`src/shared/pdr_pkg.sv`:
```
// Purpose: constants and types for the power-down and reset controller
// Assumes: 100 MHz core clock, one clock domain
// Notes: counts derived from times in their own units
//
// Operation
// - Sub modes: main osc follows mode bit 2
// - Stop halts peripheral clock except watch, display; stop 2 halts those too
// - Stop ties main oscillator input to ground
// - Stop exits on reset, ext, watch, counter
// - Disabled interrupts never wake from stop
// - Event-counter timer interrupt can wake stop
// - Reset clears control state, keeps RAM
// - External wake keeps RAM and control registers
// - Every stop exit waits oscillator start-up
// - Internal reset merges four reset sources
// - Pin reset needs eight low oscillator periods; the filter asserts after nine low samples
// - Release waits 65.5ms plus seven periods
// - Reset sets vector, clears page, G, mode
// - Power-on reset holds until supply good
// - Both options make reset pin a port
package pdr_pkg;

    // ==========================================================
    // Timing
    localparam int CLK_MHZ = 100;
    localparam int OSC_PERIOD_NS = 10;
    localparam int PIN_LOW_PERIODS = 8;
    localparam int RST_WAIT_US = 65500;
    localparam int RST_EXTRA_PERIODS = 7;
    localparam int RST_WAIT_CYC = RST_WAIT_US * CLK_MHZ + RST_EXTRA_PERIODS;
    // Start-up count after a wake from stop; plain default
    localparam int STOP_WAIT_CYC = 2000;
    localparam int CNT_W = 24;

    // ==========================================================
    // Field positions and reset values
    localparam int MODE_REG_MAIN_OFF_BIT = 2;
    localparam logic [15:0] RESET_VECTOR_ADDR = 16'hFFFE;
    localparam logic [7:0] RAM_PAGE_RST = 8'h00;
    localparam logic [1:0] PLL_SEL_PLL = 2'h3;

    // ==========================================================
    // Operating modes
    typedef enum logic [2:0] {
        MODE_MAIN, MODE_SLEEP, MODE_SUB, MODE_SUBSLEEP, MODE_STOP, MODE_STOP2
    } pdr_mode_e;

    // Sequencer phases
    typedef enum logic [1:0] {
        PH_RESET, PH_RUN, PH_STOPPED, PH_WAKEWAIT
    } pdr_phase_e;

endpackage : pdr_pkg

```
`src/rtl/pdr_pin_filter.sv`:
```
// Purpose: qualifies the external reset pin low time
// Assumes: pin sampled synchronously
// Notes: a glitch shorter than the limit is dropped
`timescale 1ns/1ps
module pdr_pin_filter (
    // Clock and reset
    input wire logic clk,
    input wire logic rst,
    input wire logic ce,
    // Pin
    input wire logic pinLowN,
    input wire logic pinIsReset,
    // Result
    output logic pinReset
);
    typedef struct packed {
        logic [3:0] cnt;
        logic hit;
    } pdr_flt_s;
    pdr_flt_s st_r, st_nxt;

    // ==========================================================
    // Low counter
    always_comb begin
        st_nxt = st_r;
        if (!pinIsReset || pinLowN) begin
            st_nxt.cnt = 4'h0;
            st_nxt.hit = 1'b0;
        end else if (st_r.cnt < 4'(pdr_pkg::PIN_LOW_PERIODS)) begin
            st_nxt.cnt = st_r.cnt + 4'h1;
        end else begin
            st_nxt.hit = 1'b1;
        end
    end

    always_ff @(posedge clk or posedge rst) begin
        if (rst) begin
            st_r <= '0;
        end else if (ce) begin
            st_r <= st_nxt;
        end
    end

    assign pinReset = st_r.hit;
endmodule : pdr_pin_filter

```
`src/rtl/pdr_wake_gate.sv`:
```
// Purpose: selects interrupts allowed to end stop
// Assumes: enable bits already latched by software
// Notes: combinational
`timescale 1ns/1ps
module pdr_wake_gate (
    // Requests
    input wire logic extIrq,
    input wire logic watchIrq,
    input wire logic timerIrq,
    input wire logic eventCounterInputPin,
    // Enables
    input wire logic extEn,
    input wire logic watchEn,
    input wire logic timerEn,
    // Result
    output logic wake,
    output logic extWake
);
    // Only enabled sources count; timer only when event-clocked
    assign extWake = extIrq & extEn;
    assign wake = extWake | (watchIrq & watchEn) | (timerIrq & timerEn & eventCounterInputPin);
endmodule : pdr_wake_gate

```
`src/rtl/power_down_and_reset_control.sv`:
```
// Purpose: mode clock gating, stop entry/exit, reset merge
// Assumes: inputs synchronous to clk; software keeps its own rules
// Notes: RAM lives outside and is never reset here
// Notes: software duties (no-ops after stop, long start-up wait,
//        PLL off before stop) are not checked by this block
// Notes: the reset wait is a plain down-counter; shorten it for
//        simulation through the parameter, not the package
`timescale 1ns/1ps
// ==========================================================
// Phases
// Reset: core held while the start-up wait counts down
// Run: mode requests honoured, clocks follow the mode
// Stopped: clocks off bar the sub clock, which stop 2 stops as well, waiting for a wake
// Wake wait: start-up count after a wake, core still frozen
module power_down_and_reset_control #(
    // Cycles from last reset source low to first fetch
    parameter int RstWaitCyc = pdr_pkg::RST_WAIT_CYC,
    // Cycles of start-up after a wake from stop
    parameter int StopWaitCyc = pdr_pkg::STOP_WAIT_CYC
) (
    // Clock and reset
    // ce low freezes every flop, counters included
    input wire logic clk,
    input wire logic rst,
    input wire logic ce,
    // Reset sources
    // Pin active low, the other three active high
    input wire logic resetPinN,
    input wire logic porReset,
    input wire logic brownoutReset,
    input wire logic watchdogReset,
    input wire logic porOption,
    input wire logic resetPinAsPortOption,
    // Mode requests
    // One-cycle pulses, honoured in the run phase only
    input wire logic sleepReq,
    input wire logic subReq,
    input wire logic mainReq,
    input wire logic stopReq,
    input wire logic stop2Sel,
    input wire logic systemClockModeMainOff,
    input wire logic anyIrq,
    // Wake sources
    // Levels; the timer counts only when event-clocked
    input wire logic extIrq,
    input wire logic watchIrq,
    input wire logic timerIrq,
    input wire logic eventCounterInputPin,
    input wire logic extEn,
    input wire logic watchEn,
    input wire logic timerEn,
    // Clock enables
    // Decoded from the registered mode and phase; main osc also from the live mode bit
    output logic mainOscEn,
    output logic subOscEn,
    output logic sysClkEn,
    output logic periClkEn,
    output logic watchLcdClkEn,
    output logic mainOscInGround,
    // Reset outputs
    // Registered state and constants for the core, plus the control reset taken live from a source
    output logic coreReset,
    output logic ctrlRegReset,
    output logic cpuRun,
    output logic [15:0] vectorAddr,
    output logic [7:0] ramPageReg,
    output logic gFlag,
    output logic [2:0] modeOut,
    output logic sharedResetPortPin
);
    // ==========================================================
    // State
    // One counter serves both waits; only one can run at a time
    typedef struct packed {
        pdr_pkg::pdr_mode_e mode;
        pdr_pkg::pdr_phase_e phase;
        logic [pdr_pkg::CNT_W-1:0] cnt;
        logic [7:0] page;
        logic g;
        logic portVal;
    } pdr_top_s;
    // Next state built in one place, registered in one place
    pdr_top_s st_r, st_nxt;

    // Qualified pin reset, wake request and gated external wake
    logic pinReset;
    logic wake;
    logic extWake;
    // Pin role and merged internal reset
    logic pinIsReset;
    logic anyReset;

    // Limitation: option levels are read live, not latched at power-up
    // Pin is a port only when both options set
    assign pinIsReset = !(porOption && resetPinAsPortOption);

    // ==========================================================
    // Submodules
    // Low-time filter on the reset pin; idle while the pin is a port
    pdr_pin_filter uFilter (
        .clk(clk),
        .rst(rst),
        .ce(ce),
        .pinLowN(resetPinN),
        .pinIsReset(pinIsReset),
        .pinReset(pinReset)
    );

    // Only enabled interrupts may end stop
    pdr_wake_gate uWake (
        .extIrq(extIrq),
        .watchIrq(watchIrq),
        .timerIrq(timerIrq),
        .eventCounterInputPin(eventCounterInputPin),
        .extEn(extEn),
        .watchEn(watchEn),
        .timerEn(timerEn),
        .wake(wake),
        .extWake(extWake)
    );

    // Power-on reset also covers the supply ramp
    // Four sources merged into one internal reset
    assign anyReset = pinReset | porReset | brownoutReset | watchdogReset;

    // Down-counter load value helper
    // Loaded with N-1: zero is held one more edge, N in all
    function automatic logic [pdr_pkg::CNT_W-1:0] waitLoad(input int cyc);
        waitLoad = pdr_pkg::CNT_W'(cyc - 1);
    endfunction : waitLoad

    // Counter end test, shared by both waits
    function automatic logic cntDone(input logic [pdr_pkg::CNT_W-1:0] cnt);
        cntDone = (cnt == '0);
    endfunction : cntDone

    // Either stop flavour
    function automatic logic isStop(input pdr_pkg::pdr_mode_e mode);
        isStop = (mode == pdr_pkg::MODE_STOP) || (mode == pdr_pkg::MODE_STOP2);
    endfunction : isStop

    // ==========================================================
    // Sequencer
    always_comb begin
        st_nxt = st_r;
        // Pin level kept for its port role
        st_nxt.portVal = resetPinN;
        // A live source overrides every phase and request
        if (anyReset) begin
            // Control state to defaults; RAM untouched outside
            st_nxt.phase = pdr_pkg::PH_RESET;
            st_nxt.mode = pdr_pkg::MODE_MAIN;
            st_nxt.page = pdr_pkg::RAM_PAGE_RST;
            st_nxt.g = 1'b0;
            st_nxt.cnt = waitLoad(RstWaitCyc);
        end else begin
            case (st_r.phase)
                pdr_pkg::PH_RESET: begin
                    // Hold core until start-up wait ends
                    // A source still live keeps reloading the count above
                    if (cntDone(st_r.cnt)) begin
                        st_nxt.phase = pdr_pkg::PH_RUN;
                    end else begin
                        st_nxt.cnt = st_r.cnt - 1'b1;
                    end
                end
                pdr_pkg::PH_RUN: begin
                    // Priority: stop, sleep, irq wake, sub, main
                    if (stopReq) begin
                        st_nxt.phase = pdr_pkg::PH_STOPPED;
                        // Flavour sampled with the request
                        st_nxt.mode = stop2Sel ? pdr_pkg::MODE_STOP2 : pdr_pkg::MODE_STOP;
                    end else if (sleepReq) begin
                        // Sleep flavour follows current run mode
                        st_nxt.mode = (st_r.mode == pdr_pkg::MODE_SUB) ? pdr_pkg::MODE_SUBSLEEP
                                                                       : pdr_pkg::MODE_SLEEP;
                    // Any interrupt ends either sleep mode
                    end else if ((st_r.mode == pdr_pkg::MODE_SLEEP) && anyIrq) begin
                        st_nxt.mode = pdr_pkg::MODE_MAIN;
                    end else if ((st_r.mode == pdr_pkg::MODE_SUBSLEEP) && anyIrq) begin
                        st_nxt.mode = pdr_pkg::MODE_SUB;
                    end else if (subReq) begin
                        st_nxt.mode = pdr_pkg::MODE_SUB;
                    end else if (mainReq) begin
                        st_nxt.mode = pdr_pkg::MODE_MAIN;
                    end
                end
                pdr_pkg::PH_STOPPED: begin
                    // Only gated wake sources end stop
                    // Mode stays stop so the clocks stay off until then
                    if (wake) begin
                        st_nxt.phase = pdr_pkg::PH_WAKEWAIT;
                        st_nxt.cnt = waitLoad(StopWaitCyc);
                    end
                end
                pdr_pkg::PH_WAKEWAIT: begin
                    // Core and peripheral clocks stay off during start-up; the count runs, and the sub clock unless stop 2
                    if (cntDone(st_r.cnt)) begin
                        st_nxt.phase = pdr_pkg::PH_RUN;
                        // Wake always lands in main mode; registers kept
                        st_nxt.mode = pdr_pkg::MODE_MAIN;
                    end else begin
                        st_nxt.cnt = st_r.cnt - 1'b1;
                    end
                end
                default: begin
                    // Unreachable code: fall back to the reset phase
                    st_nxt.phase = pdr_pkg::PH_RESET;
                end
            endcase
        end
    end

    // Reset loads the full reset wait directly
    // Same count as a source reset, so both paths wait alike
    always_ff @(posedge clk or posedge rst) begin
        if (rst) begin
            st_r.mode <= pdr_pkg::MODE_MAIN;
            st_r.phase <= pdr_pkg::PH_RESET;
            st_r.cnt <= pdr_pkg::CNT_W'(RstWaitCyc - 1);
            st_r.page <= pdr_pkg::RAM_PAGE_RST;
            st_r.g <= 1'b0;
            st_r.portVal <= 1'b1;
        end else if (ce) begin
            // ce low holds the whole state, counters too
            st_r <= st_nxt;
        end
    end

    // ==========================================================
    // Clock gating by mode
    always_comb begin
        // Defaults: both oscillators and peripherals on, core off
        mainOscEn = 1'b1;
        subOscEn = 1'b1;
        sysClkEn = 1'b0;
        periClkEn = 1'b1;
        case (st_r.mode)
            // Everything runs
            pdr_pkg::MODE_MAIN: begin
                sysClkEn = 1'b1;
            end
            // Core stops, peripherals keep running
            pdr_pkg::MODE_SLEEP: begin
                sysClkEn = 1'b0;
            end
            // Main oscillator follows the mode register bit
            pdr_pkg::MODE_SUB: begin
                mainOscEn = !systemClockModeMainOff;
                sysClkEn = 1'b1;
            end
            // Core stops on the sub clock
            pdr_pkg::MODE_SUBSLEEP: begin
                mainOscEn = !systemClockModeMainOff;
            end
            // Only the sub clock domain survives
            pdr_pkg::MODE_STOP: begin
                mainOscEn = 1'b0;
                periClkEn = 1'b0;
            end
            // Sub clock stops as well
            pdr_pkg::MODE_STOP2: begin
                mainOscEn = 1'b0;
                subOscEn = 1'b0;
                periClkEn = 1'b0;
            end
            // Unused codes keep the core off
            default: begin
                sysClkEn = 1'b0;
            end
        endcase
        // Wake wait keeps core and peripheral clocks off; the reset phase leaves them to the mode
        // Oscillators keep the stop setting until the count ends
        if (st_r.phase == pdr_pkg::PH_WAKEWAIT) begin
            sysClkEn = 1'b0;
            periClkEn = 1'b0;
        end
    end

    // Watch timer and display run on sub clock in stop
    assign watchLcdClkEn = subOscEn;
    // Limitation: they follow the sub oscillator, so stop 2 halts them
    // Oscillator input grounded while main osc is stopped for stop
    assign mainOscInGround = isStop(st_r.mode);

    // ==========================================================
    // Reset outputs
    // Core held for the whole reset phase
    assign coreReset = (st_r.phase == pdr_pkg::PH_RESET);
    // Control registers cleared at once by a live source
    assign ctrlRegReset = anyReset || (st_r.phase == pdr_pkg::PH_RESET);
    // Fetch only when running with the core clock on
    assign cpuRun = (st_r.phase == pdr_pkg::PH_RUN) && sysClkEn;
    // Start address fetched from the top of memory
    assign vectorAddr = pdr_pkg::RESET_VECTOR_ADDR;
    // Page register and G flag as left by reset
    assign ramPageReg = st_r.page;
    assign gFlag = st_r.g;
    // Current mode, for the clock tree and status
    assign modeOut = st_r.mode;
    // Port value only when the pin is repurposed
    assign sharedResetPortPin = pinIsReset ? 1'b1 : st_r.portVal;
endmodule : power_down_and_reset_control

```
`config.mk`:
```
export PLATFORM = sky130hd
export DESIGN_NAME = power_down_and_reset_control
export DESIGN_NICKNAME = d
export VERILOG_FILES = /design/src/shared/pdr_pkg.sv /design/src/rtl/pdr_pin_filter.sv /design/src/rtl/pdr_wake_gate.sv /design/src/rtl/power_down_and_reset_control.sv
export SDC_FILE = /design/constraint.sdc
export NUM_CORES = 1
export LEC_CHECK = 0
export ABC_AREA = 0
export BUFFER_PORTS_ARGS = -buffer_cell sky130_fd_sc_hd__buf_2
export CAP_MARGIN = 20
export CORE_MARGIN = 2
export CORE_UTILIZATION = 36
export DETAILED_ROUTE_END_ITERATION = 12
export GPL_TIMING_DRIVEN = 0
export PLACE_DENSITY = 0.64
export SYNTH_ARGS = -nofsm -noshare
export SYNTH_HDL_FRONTEND = slang
export SYNTH_SLANG_ARGS = --single-unit
```
`constraint.sdc`:
```
create_clock -name clk -period 4.7 [get_ports clk]
set_clock_uncertainty 0.05 [all_clocks]
set_input_delay 0.47 -clock clk [delete_from_list [all_inputs] [get_ports clk]]
set_output_delay 0.47 -clock clk [all_outputs]
set_load 0.1 [all_outputs]
```
; ---- Yosys cells after proc, flatten, opt, wreduce, memory -nomap -nowiden
; Index checks and enable logic that the tools add are counted.
[word_totals]
reg_bits = 35
inputBits = 23
output_inout_bits = 38
[classes]
add_sub_neg = 2
n_lt_le_gt_ge = 1
eq_ne = 15
muxes = 27
n_bitwise = 9
reduce_logical = 23
[op_table]
columns = cell, n
row1 = $pmux 24 s2, 1
row2 = $mux 29, 1
row3 = $mux 26, 1
row4 = $logic_not 24->1, 1
row5 = $mux 24, 1
row6 = $sub 24x1->24 const B, 1
row7 = $mux 3, 6
row8 = $mux 5, 2
row9 = $ne 3x3->1 const B, 3
row10 = $mux 1, 8
row11 = $ne 8x8->1 const B, 1
row12 = $pmux 2 s4, 1
row13 = $reduce_and 4->1, 2
row14 = $reduce_or 2->1, 4
row15 = $eq 3x2->1 const B, 2
row16 = $eq 3x3->1 const B, 2
row17 = $mux 2, 3
row18 = $pmux 3 s2, 1
row19 = $reduce_bool 3->1, 2
row20 = $or 1x1->1, 5
row21 = $reduce_and 5->1, 1
row22 = $add 4x1->4 const B, 1
row23 = $and 1x1->1, 4
row24 = $eq 2x2->1 const B, 2
row25 = 15 further kinds, 21

; ---- Depth between registers and ports, before layout
; Gate-level depths: netlist of run 1.
[depth]
depth_word = 8
depth_mapped = 10

; ---- Cells and area by module
; A second synthesis of run 1 with hierarchy kept.
[hier_totals]
hier_cells = 303
area_unflattened_um2 = 2713.9
[modules_own_cells]
columns = mod, instances, cells_per_inst, area_per_inst_um2, seq_area_each_um2
row1 = power_down_and_reset_control, 1, 278, 2438.6, 770.7
row2 = pdr_pin_filter, 1, 22, 251.5, 125.1
row3 = pdr_wake_gate, 1, 3, 23.8, 0.0

; ---- Worst setup path before layout of run 1
; OpenSTA, ideal clock, no wires.
[synth_path]
path_kind = reg2out
from = register st_r[34] (netlist name)
to = output port cpuRun
arrival_ps = 3681
setup_slack_ps = 499
path_stages_with_launch = 4
path_cell_list = dfrtp_1 ha_1 nor3_1 and2_1
[synth_via]
elab_chain_len = 3
elab_cells_between_ends = 4
[synth_rtl]
columns = element, line_no
row1 = from (decl), power_down_and_reset_control.sv:83  ; pdr_top_s st_r, st_nxt;
row2 = from (signal assigned), power_down_and_reset_control.sv:226  ; st_r <= st_nxt;
row3 = $eq 2x2->1, power_down_and_reset_control.sv:274  ; if (st_r.phase == pdr_pkg::PH_WAKEWAIT) begin
row4 = $mux 1, power_down_and_reset_control.sv:274
row5 = net sysClkEn, power_down_and_reset_control.sv:56  ; output logic sysClkEn,
row6 = $logic_and 1x1->1, power_down_and_reset_control.sv:293  ; assign cpuRun = (st_r.phase == pdr_pkg::PH_RUN) && sysClkEn;
row7 = to (decl), power_down_and_reset_control.sv:64  ; output logic cpuRun,
; The timed path passes the listed nets, and every way through them passes these cells.

; ---- Worst setup path after layout of run 1
[layout_path]
from = register st_r[10] (netlist name)
to = register st_r[28] (netlist name)
[layout_via]
elab_chain_len = 4
elab_cells_between_ends = 7
[layout_rtl]
columns = element, line_no
row1 = $sub 24x1->24, "power_down_and_reset_control.sv:164, power_down_and_reset_control.sv:203"
row2 = $mux 24, "power_down_and_reset_control.sv:161, power_down_and_reset_control.sv:198"
row3 = $pmux 24 s2, power_down_and_reset_control.sv:157  ; case (st_r.phase)
row4 = $mux 29, power_down_and_reset_control.sv:149  ; if (anyReset) begin
; Parallel ways exist; a longest one is shown, timed or not. The select of a mux whose other input is x is not followed.
; A chain may end at the register's enable or synchronous reset.

==> results of run 1 <==
[through the flow]
step | hold WS, ps | power, mW | instance area, sq um | util, %
floorplan | 407 | 0.471 | 2650 | -
global placement | 442 | 0.496 | 2940 | 43.1
detailed placement | 450 | 0.502 | 2970 | 43.5
CTS | 282 | 0.750 | 3070 | 45.0
global route | 322 | 0.778 | 3070 | 45.0
finish | 255 | 0.744 | 3070 | 45.0
[routing by layer]
| metal | track usage (%) | up-vias |
|---|---|---|
| met4 | 4.68 | 0 |
| met5 | 0 | - |
| met1 | 24.9 | 1156 |
| met3 | 3.26 | 9 |
| li1 | - | 1210 |
| met2 | 26.7 | 97 |
[cells by family (layout without fill, tap and decap cells)]
kind of cell / after synthesis / after routing / share of synthesized area, %
AND/OR/NAND/NOR: 100 / 100 / 22.6
flip-flops: 35 / 35 / 35.0
multiplexers: 4 / 4 / 1.66
other: 2 / 25 / 0.293
buffers and inverters: 57 / 102 / 12.9
adder cells (fa/ha/maj): 7 / 7 / 3.42
AO/OA/AOI/OAI: 95 / 95 / 24.1
[cells in the mapped netlist (all sizes together) (4+ instances only)]
cell,count,area [sq um]
clkbuf,6,22.5
nand2,13,48.8
dfstp,16,420
inv,16,60.1
buf,35,248
a21oi,20,100
nor4,10,75.1
or4,7,56.3
o31ai,8,60.1
nand3,7,35.0
nand4,4,25.0
nor3,13,65.1
o21ai,29,145
nor2,21,81.3
ha,7,87.6
a21o,4,30.0
dfrtp,19,475
a31oi,13,81.3
or3b,4,35.0
[final timing paths]
path                                       from         endpoint
worst min register to register  uFilter.st_r[3]  uFilter.st_r[3]
worst max-delay path                   st_r[10]         st_r[28]
max in group asynchronous                   rst         st_r[14]
min in group clk                      resetPinN          st_r[0]
worst min-delay path                        rst  uFilter.st_r[3]
worst max register to register         st_r[10]         st_r[28]
[worst max-delay path, cell delays in order (launching register included)]
cell and delay, ps:
dfrtp_1 400, inv_1 140, ha_1 310, or3b_2 550
nor4_2 570, nand2_1 130, or4_1 410, a21oi_1 150
[report_power, final]
group	internal [mW]	switching, mW
combinational	0.0410	0.132
sequential	0.315	0.00868
clock	0.134	0.114
[registers in the layout, indices dropped and copies added (netlist names)]
register	flops
st_r	27
uFilter.st_r	4
modeOut	3
uFilter.pinReset	1
[area by class of cell]
| type | instances | share of cell area [%] |
|---|---|---|
| timing repair buffer | 37 | 6.76 |
| buffer | 41 | 8.79 |
| clock buffer | 8 | 3.26 |
| sequential | 35 | 29.1 |
| inverter | 16 | 1.95 |
| multi-input combinational | 231 | 46.2 |
| tap | 96 | 3.91 |
==> results.py, run 1 <==
metrics = {
    "floorplanning": {
        "die-area_sq_um": 7800,
        "die_w_microns": 88.3,
        "rows": 30,
        "core_sq_um": 6830,
        "start_util_pct": 37.5,
        "chipHeight_microns": 88.3,
        "num_io_pins": 61,
    },
    "timing": {
        "slew_headroom_pct": 45.3,
        "drv_slew": 0,
        "setup_ws_ps": 1910,
        "clock.fmax_mhz": 358,
        "fin_setup_tns_ps": 0,
        "finalHoldViolations": 0,
        "setup_viol_count_final": 0,
        "rsz0062_at_grt": "no",
        "tightest_slew_ps": 813,
        "post-route-period-util_pct": 59.4,
        "min_period_ps": 2790,
    },
    "global_route": {
        "grt_overflow_total": 0,
        "grt_usage_pct": 17.3,
        "grt_antenna_before_repair": 0,
        "grt_max_degree": 20,
        "grt_pass1_vias": 2182,
        "grt_pass1_wl_microns": 10600,
    },
    "synth": {
        "ys_seq_elements": 35,
        "synth.cell_area_sq_um": 2560,
        "synth_warnings": 0,
        "synthCells": 300,
        "async_flop_share_pct": 100,
        "ys_types": 58,
        "dominantRegCellSynth": "dfrtp_1",
        "synth_edf_count": 0,
        "synth_area_per_cell_sq_um": 8.53,
        "synth-seq-area-share_pct": 35.0,
    },
    "routing": {
        "wirelength_microns": 6540,
        "drt-wirelength-per-cell_microns": 14.1,
        "drc": 0,
        "viasPerCell": 5.33,
        "ant_nets": 0,
        "drt_iter0_drc": 222,
        "met3_length_microns": 457,
        "met1_length_microns": 2840,
        "dr.max_layer_used": "met4",
        "firstDrtPassIters": 5,
        "met2_length_microns": 3160,
        "vias": 2472,
    },
    "cts": {
        "insertion_delay_ps": 300,
        "htreeDepth": 2,
        "cts_tree": "built",
        "clock_path_buffers": 2,
        "path_clk_slew_ps": 70,
        "cts_resized": 0,
        "clock-root-buffer": "clkbuf_8",
        "numCtsBuffers": 5,
        "post_cts_buffers": 0,
        "clock_sinks": 35,
        "cts_hold_buf": 0,
    },
    "setup_path": {
        "cp-start-kind": "register",
        "reg2reg_depth": 7,
        "critPathMaxFanout": 5,
        "r2r_slack_ps": 1910,
        "critPathCaptureType": "register",
        "cp_data_required_time_ps": 4870,
        "critPathKind": "reg2reg",
        "critical_path_arrival_ps": 2960,
    },
    "layout": {
        "fill_cells": 713,
        "multi_input_area_sq_um": 1420,
        "instances_no_fill": 464,
        "drive_gt1_share_pct": 29.1,
        "final_common_cell": "buf_2",
        "diodes": 0,
        "fin_nets": 397,
        "syn2layout_area_growth_pct": 20.1,
        "seq_area_sq_um": 896,
        "final_cell_mix": "42 x buf_2, 29 x buf_4, 28 x o21ai_0",
    },
    "pwr": {
        "leakagePower_nw": 1.29,
        "ir_worst_vdd_uv": 104,
        "p_per_area_nw_per_um2": 242,
    },
    "place": {
        "globalplace.congestion": 0.857,
        "port_buffers": 35,
        "hpwl_microns": 4890,
        "dp.cells": 456,
        "pre_cts_ws_ps": 1870,
    },
    "hold_path": {
        "min_path_type": "in2async",
    },
    "run_status": {
        "status": "finished clean",
    },
    "job": {
        "cap_violations": 0,
    },
}
Note: power is estimated with default switching activity, not from simulation.
==> run 2: changes to the inputs <==
Clock period 4.7 ns to 2.8 ns, I/O delays scaled along.
==> run 2 against run 1 <==
  * Via count grew 0.69%
  * Sequential cell count stayed put
  * Routed wire length up 1.1%
  * Die area stayed put
  * Setup slack got worse by 1700 ps
  * Critical path depth is the same
  * Non-clock buffer count did not move
  * Register-to-register slack lost 1700 ps
  * Global-route usage up 0.37 points
  * Critical endpoint is now st_r[30]
  * Largest cell class unchanged
  * Largest power group unchanged
==> results.py, run 2 (same netlist as run 1, synthesis figures left out) <==
metrics = {
    "pwr": {
        "p_per_area_nw_per_um2": 423,
        "ir_worst_vdd_uv": 183,
        "leakagePower_nw": 1.32,
        "total_power_mw": 1.32,
    },
    "routing": {
        "drt_iter0_drc": 184,
        "viasPerCell": 5.36,
        "wirelength_microns": 6610,
        "drc": 0,
        "vias": 2489,
        "drt-wirelength-per-cell_microns": 14.2,
        "ant_nets": 0,
        "firstDrtPassIters": 4,
    },
    "cts": {
        "numCtsBuffers": 5,
        "path_clk_slew_ps": 70,
        "clock_path_buffers": 2,
        "insertion_delay_ps": 300,
        "clock_sinks": 35,
        "htreeDepth": 2,
        "clock-root-buffer": "clkbuf_8",
        "cts_tree": "built",
        "post_cts_buffers": 0,
    },
    "global_route": {
        "grt_overflow_total": 0,
        "grt_pass1_wl_microns": 10900,
        "grt_antenna_before_repair": 0,
        "grt_max_degree": 20,
        "grt_usage_pct": 17.6,
        "grt_pass1_vias": 2315,
    },
    "setup_path": {
        "reg2reg_to": "st_r[30]",
        "crit_slowest_cell": "or3b_2",
        "cp_data_required_time_ps": 2960,
        "reg2reg_depth": 7,
        "max_stage_delay_ps": 550,
        "crit_buf_inv": 1,
        "critical_path_arrival_ps": 2800,
        "crit_path_cell_trace": "inv_1 > ha_1 > or3b_2 > nor4_4 > nand4_1 > or3_1 > a21oi_1",
        "critPathMaxFanout": 5,
        "critPathTopFamily": "simple AND/OR/NAND/NOR gates",
        "r2r-start": "st_r[10]",
        "cp-start-kind": "register",
        "critPathCaptureType": "register",
        "r2r_slack_ps": 160,
        "critPathKind": "reg2reg",
    },
    "run_status": {
        "status": "finished clean",
    },
    "timing": {
        "drv_slew": 0,
        "setup_viol_count_final": 0,
        "post-route-period-util_pct": 94.1,
        "tightest_slew_ps": 841,
        "clock.fmax_mhz": 379,
        "min_period_ps": 2640,
        "whs_ps": 38.3,
        "rsz0062_at_grt": "no",
        "slew_headroom_pct": 43.5,
        "finalHoldViolations": 0,
    },
    "layout": {
        "final_cell_mix": "42 x buf_2, 29 x buf_4, 28 x o21ai_0",
        "largest_register_ffs": 27,
        "final_common_cell": "buf_2",
        "top_register": "st_r",
        "syn2layout_area_growth_pct": 21.5,
        "final_area_sq_um": 3110,
        "drive_gt1_share_pct": 30.2,
        "fin_nets": 397,
        "diodes": 0,
    },
    "place": {
        "globalplace.congestion": 0.843,
        "placed_cell_area_sq_um": 2980,
        "port_buffers": 35,
        "hpwl_microns": 4930,
    },
    "floorplanning": {
        "num_io_pins": 61,
        "start_util_pct": 37.5,
        "die_w_microns": 88.3,
        "chipHeight_microns": 88.3,
        "core_sq_um": 6830,
        "die-area_sq_um": 7800,
        "rows": 30,
    },
    "hold_path": {
        "min_path_type": "in2async",
    },
    "job": {
        "cap_violations": 0,
    },
}
run 2: cell count changes in the layout (fill, tap and decap cells not counted), sizes merged:
cell,previous run,this run
clkinv,0,1
clkbuf,14,12
bufinv,0,1
run 2: how the worst max path moves through the flow:
stage	from	cells after the start	to	slack (ps)
finish	st_r[10]	7	st_r[30]	160
global route	st_r[10]	7	st_r[28]	10
floorplan	st_r[34]	3	cpuRun	-280
global placement	uFilter.pinReset	6	st_r[19]	-120
CTS	st_r[10]	7	st_r[28]	30
detailed placement	st_r[10]	7	st_r[28]	60
run 2: power by group:
| group | switching (mW) | leakage (nW) | internal (mW) |
|---|---|---|---|
| logic | 0.222 | 0.829 | 0.0686 |
| registers | 0.0152 | 0.432 | 0.528 |
| clock network | 0.195 | 0.0612 | 0.288 |
| total | 0.432 | 1.32 | 0.885 |
run 2: final cells by class:
class                   instances  area [sq um]
multi-input cells             231          1440
well taps                      96           120
repair buffers                 37           208
flip-flops and latches         35           896
inverters                      16          60.1
fillers                       723          3720
plain buffers                  41           270
clock inverters                 2          35.0
clock buffers                   6          82.6
run 2: timing repair:
item,4_1_cts,5_1_grt
resized for setup,0,1
endpoints found under the setup margin,0,2
hold buffers,0,0
hold endpoints to repair,0,0
run 2: worst reg2reg max path, delay by kind of cell, from the launching register on:
| family | cells | cell delay (ps) |
|---|---|---|
| simple gates | 4 | 1510 |
| flops | 1 | 410 |
| buf+inv | 1 | 130 |
| compound gates | 1 | 150 |
| fa+ha+maj | 1 | 300 |
run 2: through the flow:
stage | worst slack (ps) | std cells | util, % | setup TNS, ps
2_1_floorplan | -279 | 323 | - | -279
3_3_place_gp | -123 | 454 | 43.2 | -1260
3_5_place_dp | 58.1 | 456 | 43.7 | 0
4_1_cts | 31.4 | 464 | 45.4 | 0
5_1_grt | 9.71 | 464 | 45.5 | 0
6_report | 165 | 464 | 45.5 | 0
run 2: layer usage:
layer  track usage (%)  wire [microns]  vias up
met5                 0               0        -
met4              6.89             100        0
met3              2.52             287        8
met2              28.4            3220       60
met1              24.1            2990     1211
li1                  -               -     1210
